<file path="src/common/alpha_pkg.sv">
// How it works
// (RQ1) lead byte 80: each following byte pair is one code point, first byte high
// (RQ2) in the pair form, FF padding and a lone trailing byte emit nothing
// (RQ3) lead 81: byte two is the count, byte three forms base bits 14..7
// (RQ4) lead 81 body: top bit clear gives 7-bit char, set gives base plus offset
// (RQ5) lead 82: byte two is the count, bytes three and four the full base
// (RQ6) lead 82 body from byte five: same split on the top bit as lead 81
// (RQ7) compressed forms decode exactly count bytes; FF inside the count is a character
// (RQ8) one scheme per field, chosen from the lead byte, held to the field end
// (RQ9) all three marked forms are served regardless of the character set size
// (RQ10) any other lead byte: every byte passes as an 8-bit char, one per cycle
// (RQ11) a count longer than the field raises an error at its last byte; the bytes it did carry are still output
package alpha_pkg;
  localparam logic [7:0] LEAD_PAIR = 8'h80;
  localparam logic [7:0] LEAD_HALF = 8'h81;
  localparam logic [7:0] LEAD_FULL = 8'h82;
  localparam logic [7:0] CNT_NONE = 8'h00;
  localparam logic [7:0] CNT_ONE = 8'h01;
  localparam logic [15:0] PAD_PAIR = 16'hFFFF;
  localparam int CODE_W = 16;
  localparam int BYTE_W = 8;
  localparam int OFS_W = 7;
  localparam int FLAG_BIT = 7;
  localparam int BASE_SHIFT = 7;
  localparam int FIFO_DEPTH_DEF = 8;

  typedef enum logic [1:0] {SCH_PLAIN, SCH_PAIR, SCH_HALF, SCH_FULL} scheme_t;

  typedef struct packed {
    logic ucs2;
    logic [CODE_W-1:0] code;
  } char_t;

  localparam int CHAR_W = $bits(char_t);
endpackage

</file>
<file path="src/common/char_if.sv">
`timescale 1ns/1ps
// one decoded character with its handshake, between decoder core and buffer
interface char_if;
  import alpha_pkg::*;
  logic valid;
  logic ready;
  char_t data;
  modport src (output valid, output data, input ready);
  modport snk (input valid, input data, output ready);
endinterface

</file>
<file path="src/logic/offset_map.sv">
`timescale 1ns/1ps
// turns a body byte of a compressed field into a character
module offset_map (
  input wire logic [alpha_pkg::CODE_W-1:0] base,
  input wire logic [alpha_pkg::BYTE_W-1:0] body_byte,
  output alpha_pkg::char_t chr
);
  import alpha_pkg::*;

  // top bit picks the half page; the add never wraps for a legal base
  always_comb begin
    chr.ucs2 = body_byte[FLAG_BIT]; // RQ4 RQ6
    if (body_byte[FLAG_BIT]) begin
      chr.code = base + {{(CODE_W-OFS_W){1'b0}}, body_byte[OFS_W-1:0]}; // RQ4 RQ6
    end else begin
      chr.code = {{(CODE_W-OFS_W){1'b0}}, body_byte[OFS_W-1:0]};
    end
  end
endmodule

</file>
<file path="src/logic/char_fifo.sv">
`timescale 1ns/1ps
// flip-flop fifo; ready on the write side drops when full so the source stalls
module char_fifo #(
  parameter int WIDTH = alpha_pkg::CHAR_W,
  parameter int DEPTH = alpha_pkg::FIFO_DEPTH_DEF
) (
  input wire logic clk_sys,
  input wire logic arst_n,
  char_if.snk wr,
  output logic rd_valid,
  input wire logic rd_ready,
  output logic [WIDTH-1:0] rd_data
);
  import alpha_pkg::*;
  localparam int AW = (DEPTH > 1) ? $clog2(DEPTH) : 1;

  initial begin
    if (DEPTH < 2 || (1 << AW) != DEPTH || WIDTH != CHAR_W) begin
      $error("char_fifo: depth must be a power of two, width must match");
    end
  end

  logic [WIDTH-1:0] mem_r [DEPTH];
  logic [WIDTH-1:0] mem_nxt [DEPTH];
  logic [AW-1:0] wp_r, wp_nxt, rp_r, rp_nxt;
  logic [AW:0] cnt_r, cnt_nxt;
  logic do_wr, do_rd;

  assign wr.ready = (cnt_r != DEPTH[AW:0]);
  assign rd_valid = (cnt_r != '0);
  assign rd_data = mem_r[rp_r];
  assign do_wr = wr.valid && wr.ready;
  assign do_rd = rd_valid && rd_ready;

  // pointer and storage next values
  always_comb begin
    mem_nxt = mem_r;
    wp_nxt = wp_r;
    rp_nxt = rp_r;
    cnt_nxt = cnt_r;
    if (do_wr) begin
      mem_nxt[wp_r] = wr.data;
      wp_nxt = wp_r + 1'b1;
    end
    if (do_rd) begin
      rp_nxt = rp_r + 1'b1;
    end
    if (do_wr && !do_rd) begin
      cnt_nxt = cnt_r + 1'b1;
    end else if (!do_wr && do_rd) begin
      cnt_nxt = cnt_r - 1'b1;
    end
  end

  // storage and pointers; storage resets too so the data outputs never show unknowns
  always_ff @(posedge clk_sys or negedge arst_n) begin
    if (!arst_n) begin
      wp_r <= '0;
      rp_r <= '0;
      cnt_r <= '0;
      for (int i = 0; i < DEPTH; i++) begin
        mem_r[i] <= '0;
      end
    end else begin
      wp_r <= wp_nxt;
      rp_r <= rp_nxt;
      cnt_r <= cnt_nxt;
      mem_r <= mem_nxt;
    end
  end
endmodule

</file>
<file path="src/logic/ucs2_alpha_field_decoder.sv">
`timescale 1ns/1ps
// alpha field decoder: bytes of one record in, characters out through a fifo
module ucs2_alpha_field_decoder #(
  parameter int FIFO_DEPTH = alpha_pkg::FIFO_DEPTH_DEF
) (
  input wire logic clk_sys,
  input wire logic arst_n,
  input wire logic in_valid,
  input wire logic [alpha_pkg::BYTE_W-1:0] in_data,
  input wire logic in_last,
  output logic in_ready,
  output logic out_valid,
  input wire logic out_ready,
  output logic out_ucs2,
  output logic [alpha_pkg::CODE_W-1:0] out_code,
  output logic [1:0] field_scheme,
  output logic field_busy,
  output logic field_done,
  output logic decode_err
);
  import alpha_pkg::*;
  // field layouts served, by lead byte:
  //   80: code points as byte pairs, first byte of a pair high
  //   81: count, one base byte, then count body bytes
  //   82: count, base high byte, base low byte, then count body bytes
  //   other: the whole field, lead included, is plain characters
  // a body byte with its top bit clear is a plain 7-bit character; with it
  // set, its low seven bits are an offset from the base
  //
  // the field is framed by in_last alone; no length is carried separately,
  // so a count that runs past in_last can only be noticed at in_last
  //
  // limitations a user should know:
  //   - plain fields pass all eight bits; translating them to glyphs is
  //     left to the consumer
  //   - in the pair form a pair of two filler bytes is dropped as a whole;
  //     a single filler byte inside a pair still forms a code point
  //   - bytes past the count in a compressed field are swallowed unseen
  //   - the error flag stays up until the next field's lead byte
  //
  // throughput: one byte per cycle while the buffer has room; the buffer
  // ready gates every byte, also header and filler bytes, so a full buffer
  // stalls the whole field rather than letting silent bytes slip by
  //
  // status outputs: field_scheme shows the scheme of the current or last
  // field, field_busy is high between the first and the last byte of a
  // field, field_done pulses for one cycle after the last byte, and
  // decode_err reports a count that the field could not supply
  //
  // the decode is purely per byte with no look-ahead, which keeps the
  // path from in_data to the buffer short at the price of noticing a
  // short field only when its last byte arrives

  initial begin
    if (FIFO_DEPTH < 2) begin
      $error("ucs2_alpha_field_decoder: fifo depth below two");
    end
  end

  // sequencer states:
  //   ST_LEAD    waiting for the first byte of a field
  //   ST_PLAIN   unmarked field, every byte is a character
  //   ST_PAIR_HI pair form, holding the high byte of a code point
  //   ST_PAIR_LO pair form, low byte completes the code point
  //   ST_COUNT   compressed form, character count byte
  //   ST_BASE_A  base byte (half page) or base high byte (full base)
  //   ST_BASE_B  full base only, base low byte
  //   ST_BODY    counted body bytes, one character each
  //   ST_SKIP    filler after the count, dropped up to in_last
  typedef enum logic [3:0] {
    ST_LEAD,
    ST_PLAIN,
    ST_PAIR_HI,
    ST_PAIR_LO,
    ST_COUNT,
    ST_BASE_A,
    ST_BASE_B,
    ST_BODY,
    ST_SKIP
  } state_t;

  // sequencer state and the field header collected so far
  state_t st_r, st_nxt;
  scheme_t sch_r, sch_nxt;
  logic [BYTE_W-1:0] hi_r, hi_nxt;
  logic [BYTE_W-1:0] cnt_r, cnt_nxt;
  logic [CODE_W-1:0] base_r, base_nxt;
  logic err_r, err_nxt;
  logic done_r, done_nxt;
  logic busy_r, busy_nxt;
  // per-byte handshake and the character the byte may produce
  logic take;
  logic emit;
  char_t emit_chr;
  char_t body_chr;
  logic [CHAR_W-1:0] rd_word;
  char_t rd_chr;
  logic lead_pair;
  logic lead_half;
  logic lead_full;
  logic lead_marked;

  char_if cq ();

  // body bytes of either compressed form go through the same half-page mapper
  // the base register is steady while body bytes flow, so the add sees a fixed base
  offset_map u_map (
    .base(base_r),
    .body_byte(in_data),
    .chr(body_chr)
  );

  // the buffer stands between decoder and consumer; a full buffer stalls input
  char_fifo #(
    .WIDTH(CHAR_W),
    .DEPTH(FIFO_DEPTH)
  ) u_fifo (
    .clk_sys(clk_sys),
    .arst_n(arst_n),
    .wr(cq.snk),
    .rd_valid(out_valid),
    .rd_ready(out_ready),
    .rd_data(rd_word)
  );

  // input is held whenever the buffer cannot take a character, even for
  // bytes that emit nothing; costs a cycle now and then, keeps timing simple
  assign in_ready = cq.ready;
  assign take = in_valid && in_ready;
  assign cq.valid = in_valid && emit;
  assign cq.data = emit_chr;

  assign rd_chr = char_t'(rd_word);
  assign out_ucs2 = rd_chr.ucs2;
  assign out_code = rd_chr.code;
  assign field_scheme = sch_r;
  assign field_busy = busy_r;
  assign field_done = done_r;
  assign decode_err = err_r;

  // lead byte classes, shared by the emit path and the sequencer so both
  // always agree on whether a field is marked
  assign lead_pair = (in_data == LEAD_PAIR);
  assign lead_half = (in_data == LEAD_HALF);
  assign lead_full = (in_data == LEAD_FULL);
  assign lead_marked = lead_pair || lead_half || lead_full;

  // what the current byte would emit, decided by state and the byte itself
  // the character enters the buffer on the edge that takes its byte, so
  // there is no extra stage between input and buffer
  always_comb begin
    emit = 1'b0;
    emit_chr = '0;
    unique case (st_r)
      ST_LEAD: begin
        if (!lead_marked) begin
          emit = 1'b1; // RQ10
          emit_chr.code = {{(CODE_W-BYTE_W){1'b0}}, in_data};
        end
      end
      ST_PLAIN: begin
        emit = 1'b1; // RQ10
        emit_chr.code = {{(CODE_W-BYTE_W){1'b0}}, in_data};
      end
      ST_PAIR_LO: begin
        // an all-padding pair is filler, not a character
        emit = ({hi_r, in_data} != PAD_PAIR); // RQ2
        emit_chr.ucs2 = 1'b1;
        emit_chr.code = {hi_r, in_data}; // RQ1
      end
      ST_BODY: begin
        // every counted byte is a character, FF included
        emit = 1'b1; // RQ7
        emit_chr = body_chr;
      end
      ST_PAIR_HI, ST_COUNT, ST_BASE_A, ST_BASE_B, ST_SKIP: begin
        emit = 1'b0;
      end
    endcase
  end

  // field sequencer: scheme fixed at the lead byte, released at the last byte
  always_comb begin
    st_nxt = st_r;
    sch_nxt = sch_r;
    hi_nxt = hi_r;
    cnt_nxt = cnt_r;
    base_nxt = base_r;
    err_nxt = err_r;
    done_nxt = 1'b0;
    busy_nxt = busy_r;
    if (take) begin
      busy_nxt = !in_last;
      done_nxt = in_last;
      unique case (st_r)
        ST_LEAD: begin
          err_nxt = 1'b0; // a fresh field clears the last field's error
          base_nxt = '0;
          cnt_nxt = CNT_NONE;
          // all three marked forms are always decoded
          if (lead_pair) begin // RQ9
            sch_nxt = SCH_PAIR; // RQ8
            st_nxt = ST_PAIR_HI;
          end else if (lead_half) begin
            sch_nxt = SCH_HALF; // RQ8
            st_nxt = ST_COUNT;
            // a marked lead that is also the last byte carries no count at all
            err_nxt = in_last; // RQ11
          end else if (lead_full) begin
            sch_nxt = SCH_FULL; // RQ8
            st_nxt = ST_COUNT;
            err_nxt = in_last; // RQ11
          end else begin
            sch_nxt = SCH_PLAIN; // RQ10
            st_nxt = ST_PLAIN;
          end
        end
        ST_PLAIN: begin
          st_nxt = ST_PLAIN;
        end
        ST_PAIR_HI: begin
          // a lone byte at the field end is the unusable tail
          hi_nxt = in_data; // RQ2
          st_nxt = ST_PAIR_LO;
        end
        ST_PAIR_LO: begin
          st_nxt = ST_PAIR_HI; // RQ1
        end
        ST_COUNT: begin
          // a count of zero is legal: the field then carries no body
          cnt_nxt = in_data; // RQ3 RQ5
          st_nxt = ST_BASE_A;
          if (in_last && in_data != CNT_NONE) begin
            err_nxt = 1'b1; // RQ11
          end
        end
        ST_BASE_A: begin
          if (sch_r == SCH_HALF) begin
            // half page: bit 15 and the low seven bits stay clear
            base_nxt = {1'b0, in_data, {BASE_SHIFT{1'b0}}}; // RQ3
            st_nxt = (cnt_r == CNT_NONE) ? ST_SKIP : ST_BODY; // RQ7
          end else begin
            base_nxt = {in_data, {BYTE_W{1'b0}}}; // RQ5
            st_nxt = ST_BASE_B;
          end
          if (in_last && cnt_r != CNT_NONE) begin
            err_nxt = 1'b1; // RQ11
          end
        end
        ST_BASE_B: begin
          base_nxt = {base_r[CODE_W-1:BYTE_W], in_data}; // RQ5
          st_nxt = (cnt_r == CNT_NONE) ? ST_SKIP : ST_BODY; // RQ7
          if (in_last && cnt_r != CNT_NONE) begin
            err_nxt = 1'b1; // RQ11
          end
        end
        ST_BODY: begin
          // count down per body byte; the byte seen at one is the last counted
          cnt_nxt = cnt_r - CNT_ONE; // RQ7
          if (cnt_r == CNT_ONE) begin
            st_nxt = ST_SKIP; // RQ7
          end
          if (in_last && cnt_r != CNT_ONE) begin
            err_nxt = 1'b1; // RQ11
          end
        end
        ST_SKIP: begin
          // bytes past the count are filler; nothing is emitted
          st_nxt = ST_SKIP; // RQ7
        end
      endcase
      // the last byte always closes the field, whatever the state; a
      // compressed field cut short has already raised its error above
      if (in_last) begin
        st_nxt = ST_LEAD; // RQ8
      end
    end
  end

  // sequencer registers; reset leaves a plain scheme and no open field
  always_ff @(posedge clk_sys or negedge arst_n) begin
    if (!arst_n) begin
      st_r <= ST_LEAD;
      sch_r <= SCH_PLAIN;
      hi_r <= '0;
      cnt_r <= '0;
      base_r <= '0;
      err_r <= 1'b0;
      done_r <= 1'b0;
      busy_r <= 1'b0;
    end else begin
      st_r <= st_nxt;
      sch_r <= sch_nxt;
      hi_r <= hi_nxt;
      cnt_r <= cnt_nxt;
      base_r <= base_nxt;
      err_r <= err_nxt;
      done_r <= done_nxt;
      busy_r <= busy_nxt;
    end
  end
endmodule

</file>
<file path="config.mk">
export PLATFORM = sky130hd
export DESIGN_NAME = ucs2_alpha_field_decoder
export DESIGN_NICKNAME = d
export VERILOG_FILES = /design/src/common/alpha_pkg.sv /design/src/common/char_if.sv /design/src/logic/offset_map.sv /design/src/logic/char_fifo.sv /design/src/logic/ucs2_alpha_field_decoder.sv
export SDC_FILE = /design/constraint.sdc
export NUM_CORES = 1
export LEC_CHECK = 0
export BUFFER_PORTS_ARGS = -buffer_cell sky130_fd_sc_hd__buf_4
export CAP_MARGIN = 20
export CORE_MARGIN = 4
export CORE_UTILIZATION = 40
export DETAILED_ROUTE_END_ITERATION = 10
export PLACE_DENSITY = 0.56
export SLEW_MARGIN = 20
export SYNTH_ARGS = -nofsm -noshare
export SYNTH_HDL_FRONTEND = slang
export SYNTH_SLANG_ARGS = --single-unit
export TNS_END_PERCENT = 5
</file>
<file path="constraint.sdc">
create_clock -name clk_sys -period 3.27 [get_ports clk_sys]
set_input_delay 0 -clock clk_sys [delete_from_list [all_inputs] [get_ports clk_sys]]
set_output_delay 0 -clock clk_sys [all_outputs]
set_load 0.005 [all_outputs]
</file>
==> results of run 1 <==
==> synthesized netlist by cell type, types with 14 or more instances <==
cell type  number
dfrtp_1       187
mux2_2        163
nand2_1        51
o21ai_0        43
mux4_2         34
nor2_1         27
clkbuf_1       18
a21oi_1        16
xor2_1         15
ha_1           14
==> through the flow <==
| stage | setup WS, ns | total power [mW] | hold slack, ns | utilization |
|---|---|---|---|---|
| 2_1_floorplan | 0.309 | 6.30 | -0.296 | - |
| 4_1_cts | 0.477 | 9.52 | 0.278 | 0.464 |
| 3_5_place_dp | 0.487 | 7.49 | 0.168 | 0.435 |
| 6_report | 0.486 | 9.41 | 0.233 | 0.464 |
| 5_1_grt | 0.285 | 10.0 | 0.340 | 0.464 |
| 3_3_place_gp | 0.538 | 7.30 | 0.151 | 0.435 |
==> final cells by class <==
class | instances | area [um^2]
Fill cell | 2135 | 12700
Multi-Input combinational cell | 505 | 4720
Sequential cell | 187 | 4680
Timing Repair Buffer | 69 | 579
Clock buffer | 18 | 429
Tap cell | 319 | 399
Clock inverter | 11 | 124
Inverter | 7 | 26.3
==> state kept, by name (all words and copies together), names as in the netlist <==
signal / count
u_fifo.mem_r: 136
base_r: 16
cnt_r: 8
hi_r: 8
st_r: 4
u_fifo.cnt_r: 4
u_fifo.rp_r: 3
u_fifo.wp_r: 3
field_scheme: 2
decode_err: 1
field_busy: 1
field_done: 1
==> cells by family after synthesis <==
kind of cell | Yosys count | share of synthesized area
xor gates and xnor gates | 24 | 0.0218
muxes | 207 | 0.280
AOI/OAI and AO/OA | 111 | 0.0779
and+or+nand+nor | 146 | 0.0856
buffers and inverters | 52 | 0.0262
DFF | 187 | 0.485
adders and majority gates | 17 | 0.0233
==> layer usage <==
layer / up-vias / wire length [um] / global-route usage
li1: 2842 / - / -
met1: 3206 / 10300 / 0.240
met2: 112 / 11400 / 0.305
met3: 27 / 595 / 0.0285
met4: 0 / 281 / 0.0450
met5: - / 0 / 0
==> worst max path at each step <==
| stage | endpoint | slack [ns] | cells past startpoint |
|---|---|---|---|
| global route | u_fifo.cnt_r[3]$_DFFE_PN0P_ | 0.28 | 11 |
| floorplan | u_fifo.cnt_r[3]$_DFFE_PN0P_ | 0.31 | 13 |
| global placement | u_fifo.cnt_r[3]$_DFFE_PN0P_ | 0.54 | 11 |
| finish | u_fifo.mem_r[84]$_DFFE_PN0P_ | 0.49 | 7 |
| CTS | u_fifo.cnt_r[3]$_DFFE_PN0P_ | 0.48 | 11 |
| detailed placement | u_fifo.cnt_r[3]$_DFFE_PN0P_ | 0.49 | 11 |
==> worst reg2reg max path, delay by kind of cell, from the launching register on <==
family          cells  cell delay [ns]
compound gates      1             0.30
simple gates        4             1.14
mux                 1             0.50
flops               1             0.40
buf+inv             1             0.31
==> power breakdown <==
part | switching (mW) | internal, mW
Sequential | 0.525 | 3.06
Clock | 0.883 | 1.11
Combinational | 1.85 | 1.97
Total | 3.26 | 6.15
==> repair_timing <==
item,4_1_cts,5_1_grt
setup buffers,0,0
setup endpoints to repair,0,0
endpoints found under the hold margin,126,0
hold buffers,13,0
==> impl_results.md, run 1 <==
- Status: completed
- Post-synth EDFFs: 0
- Kind of end point of the critical path: flop
- Initial drt markers: 332
- DP Area: 0.0103 mm^2
- CTS Buf Count: 17
- CTS tree: built
- Ranking of synthesized cells by area: dfrtp_1 48%, mux2_2 19%, mux4_2 7.9%
- Nets: 816
- Die Y: 163 um
- Commonest non-fill, non-tap cell in the layout: dfrtp_1
- Startpoint Class: flop
- Clk slew on worst S/H paths: 0.08 ns
- Synth Register Bits: 187
- Drt first pass iters: 4
- Post-cts sizing count: 0
- Largest net degree at the start of global routing: 99
- Most frequent cells in the layout: 186 x dfrtp_1, 163 x mux2_2, 53 x buf_4
- Num Clock Sinks: 187
- Clk buf depth: 2
- Vias/cell: 5.54
- Fin Setup TNS: 0 ns
- CTS Root Cell: clkbuf_16
- Overflow after GRT: 0
- Global-route wire length before repair: 36800 um
- Critical Path RT: 3.58 ns
- Final Max Slew Viols: 0
- Fraction of registers with async set or reset after synthesis: 1.00
- Cell count after synthesis: 744
- Worst VDD drop: 437 uV
- Finished Layout Cells: 1116
- Share of layout cells above drive strength 1: 0.378
- Starting Density: 0.409
- YS warnings: 0
- Final hold vios: 0
- R2R cell count: 7
- Period utilization: 0.852
- Final setup fails: 0
- Vias in the first global route: 6560
- Arrival time of the worst setup path: 3.09 ns
- Post-synth top area cell: dfrtp_1
- Synthesized area: 0.00965 mm^2
- Lkg Pwr: 4.93 nW
- Sequential cell area fraction in the yosys report: 0.485
- Worst-Skew Late Latency: 0.43 ns
- Max frequency: 359 MHz
- Core area: 0.0236 mm^2
- Measured slew at the worst slew-check pin: 1.07 ns
- FP Rows: 56
- Period minus WS final: 2.78 ns
- CP Class: reg2reg
- Bufs and invs on worst path: 1
- Remaining DRCs: 0
- RR Endpoint: u_fifo.mem_r[84]$_DFFE_PN0P_
- Vias: 6187
- Crit-path cells: or2_1 > nor2_8 > nand2_2 > a221oi_4 > buf_4 > nand4b_4 > mux2_1
- Top Ports: 37
- Final wirelength: 22600 um
- Cell Count Post-Placement: 1074
- Layout Skew: 0.0135 ns
- Placer Congestion: 0.865
- Max incr delay on CP: 0.49 ns
- Maximum net fanout on the critical path: 17
- Chip width: 163 um
- CP max stage cell: mux2_1
- Distinct cells, synth: 66
- Area growth syn-to-layout: 13.5%
- Worst reg-to-reg setup slack: 0.49 ns
- Worst R2R Start: st_r[2]$_DFFE_PN0P_
- Antenna Cells: 0
- Post-synth top area share: 0.485
- Die area: 0.0267 mm^2
- Slew headroom: 0.285
- CP delay by family, top: simple AND/OR/NAND/NOR gates
- CP startpoint: st_r[2]$_DFFE_PN0P_
- Main flop type after synthesis: dfrtp_1
- Syn_nets: 773
- Avg WL per Cell: 20.3 um
- Port buffer count: 36
- Max Cap Viol: 0
- Detail Placement HPWL: 15000 um
- Post-route ant nets: 0
- Total Routing Usage GR: 0.179
- RSZ-0062 raised after global routing: no
- Power Dens Cells: 859 mW/mm^2
- Initial antenna violation count: 0
- Worst min path class: in2async
- Post-Syn Area per Cell: 13.0 um^2
- CTS H-tree depth: 4
- Design area: 0.0110 mm^2
(Power assumes the default switching activity.)
==> run 2: changes to the inputs <==
--- a/config.mk
+++ b/config.mk
@@ -7,7 +7,7 @@
 export LEC_CHECK = 0
 export BUFFER_PORTS_ARGS = -buffer_cell sky130_fd_sc_hd__buf_4
 export CAP_MARGIN = 20
-export CORE_MARGIN = 4
+export CORE_MARGIN = 10
 export CORE_UTILIZATION = 40
 export DETAILED_ROUTE_END_ITERATION = 10
 export PLACE_DENSITY = 0.56
==> constraint.sdc (replaced) <==
create_clock -name clk_sys -period 3.27 [get_ports clk_sys]
set_input_delay 0.8175 -clock clk_sys [delete_from_list [all_inputs] [get_ports clk_sys]]
set_output_delay 0.8175 -clock clk_sys [all_outputs]
set_load 0.005 [all_outputs]
==> run 2 against run 1 <==
  * Critical path depth decreased by 3
  * Cell area increased by 3.5%
  * First-iteration DRC count increased by 7.8%
  * Critical endpoint is now out_code[3]
  * Largest power group unchanged
==> impl_results.md, run 2 (synthesis results as in run 1) <==
- Setup Fix Bufs, Post-CTS: 0 (unchanged)
- Total Routing Usage GR: 0.154 (-0.0243)
- Top Ports: 37 (unchanged)
- Core area: 0.0236 mm^2 (unchanged)
- Post-route ant nets: 0 (unchanged)
- Share of layout cells above drive strength 1: 0.418 (+0.0401)
- Max Cap Viol: 0 (unchanged)
- Largest Register: u_fifo.mem_r
- Measured slew at the worst slew-check pin: 0.870 ns (-0.201 ns)
- Met2 usage: 0.252 (-0.0531)
- Arrival time of the worst setup path: 2.06 ns (-1.03 ns)
- Drt first pass iters: 5 (+1)
- Clk slew on worst S/H paths: 0.09 ns (about the same)
- Clk buf depth: 2 (unchanged)
- Lkg Pwr: 5.15 nW (+4.4%)
- Kind of end point of the critical path: output port
- Starting Density: 0.409 (unchanged)
- Power Dens Cells: 856 mW/mm^2 (-0.35%)
- Max frequency: 348 MHz (-3.1%)
- CTS Buf Count: 17 (unchanged)
- Vias: 6353 (+2.7%)
- Num Clock Sinks: 187 (unchanged)
- Die Y: 175 um (+7.3%)
- Overflow after GRT: 0 (unchanged)
- CP Class: reg2out
- Largest net degree at the start of global routing: 62 (-37%)
- Chip width: 175 um (+7.3%)
- Die area: 0.0307 mm^2 (+15%)
- Area growth syn-to-layout: 17.5%
- Worst VDD drop: 422 uV (-3.4%)
- Fill count: 2050 (-4.0%)
- Final hold vios: 0 (unchanged)
- GRT busiest layer: met2
- Remaining DRCs: 0 (unchanged)
- R2R cell count: 12 (+5)
- CTS hold repair buffers: 0 (-13)
- Port buffer count: 36 (unchanged)
- Nets: 837 (+2.6%)
- RSZ-0062 raised after global routing: no
- Finished Layout Cells: 1140 (+2.2%)
- Initial drt markers: 358 (+7.8%)
- FP Rows: 56 (unchanged)
- Critical Path RT: 2.45 ns (-1.13 ns)
- Placer Congestion: 0.882 (+2.0%)
- Period minus WS final: 2.87 ns (+0.0896 ns)
- Slew headroom: 0.416 (+0.132)
- CTS Root Cell: clkbuf_16
- Final setup fails: 0 (unchanged)
- Largest regs: u_fifo.mem_r (136), base_r (16)
- Maximum net fanout on the critical path: 12 (-5)
- Worst min path class: in2async
- Max reg flops: 136 (unchanged)
- Post-cts sizing count: 0 (unchanged)
- Final Hold Slack: 0.340 ns (+0.107 ns)
- Global-route wire length before repair: 37800 um (+2.6%)
- Vias in the first global route: 6867 (+4.7%)
- Cell Count Post-Placement: 1108 (+3.2%)
- Detail Placement HPWL: 16200 um (+8.4%)
- CTS tree: built
- Met1 Use GR: 0.203 (-0.0369)
- Final wirelength: 23100 um (+1.9%)
- Vias/cell: 5.57 (+0.52%)
- Fin Setup TNS: 0 ns (unchanged)
- Worst-Skew Late Latency: 0.44 ns (about the same)
- Final Max Slew Viols: 0 (unchanged)
- Initial antenna violation count: 0 (unchanged)
- Grt met3 use: 0.0320 (+0.00344)
- Status: completed
- CTS H-tree depth: 4 (unchanged)
- Avg WL per Cell: 20.2 um (-0.20%)
- Layout Skew: 0.0226 ns (+0.00914 ns)
- Commonest non-fill, non-tap cell in the layout: dfrtp_1
- Period utilization: 0.879 (+0.0274)
- Most frequent cells in the layout: 186 x dfrtp_1, 163 x mux2_2, 74 x buf_4
- Startpoint Class: flop
- Antenna Cells: 0 (unchanged)
run 2: final timing paths:
kind                                                  from                           end  slack [ns]
min in group clk_sys                 base_r[0]$_DFFE_PN0P_         base_r[0]$_DFFE_PN0P_        0.50
max in group asynchronous                           arst_n   u_fifo.mem_r[3]$_DFFE_PN0P_        2.18
worst min register to register       base_r[0]$_DFFE_PN0P_         base_r[0]$_DFFE_PN0P_        0.50
worst max-delay path            u_fifo.rp_r[0]$_DFFE_PN0P_                   out_code[3]        0.40
worst max register to register         st_r[2]$_DFFE_PN0P_   u_fifo.cnt_r[3]$_DFFE_PN0P_        0.46
worst min-delay path                                arst_n  u_fifo.mem_r[61]$_DFFE_PN0P_        0.34
run 2: power by group:
| part | switching [mW] | internal, mW |
|---|---|---|
| sequential | 0.546 | 3.06 |
| combinational | 1.86 | 2.13 |
| clock | 1.05 | 1.05 |
run 2: cell type report:
class,instances,area (um^2),area share
clock buffers,17,425,0.0375
well taps,319,399,0.0352
clock inverters,15,191,0.0169
multi-input cells,505,4750,0.419
repair buffers,90,867,0.0765
inverters,7,28.8,0.00254
flip-flops and latches,187,4680,0.413
run 2: metal layers:
metal | vias to the layer above | wire length, um
li1 | 2887 | -
met1 | 3316 | 10700
met2 | 130 | 11300
met3 | 20 | 818
met4 | 0 | 259
met5 | - | 0
run 2: worst max-delay path: stages (launching register included):
cell	delay, ns
dfrtp_2	0.39
buf_4	0.26
mux4_2	0.54
mux2_2	0.29
buf_4	0.14
run 2: per-stage QoR:
step / setup WS [ns] / instance area [um^2] / utilization / power [mW]
final: 0.396 / 11300 / 0.480 / 9.70
after global routing: 0.278 / 11300 / 0.480 / 10.3
after CTS: 0.348 / 11300 / 0.480 / 9.82
after detailed placement: -0.0194 / 10700 / 0.454 / 7.69
after global placement: 0.0349 / 10700 / 0.454 / 7.53
after floorplan: -0.0734 / 9690 / - / 6.35
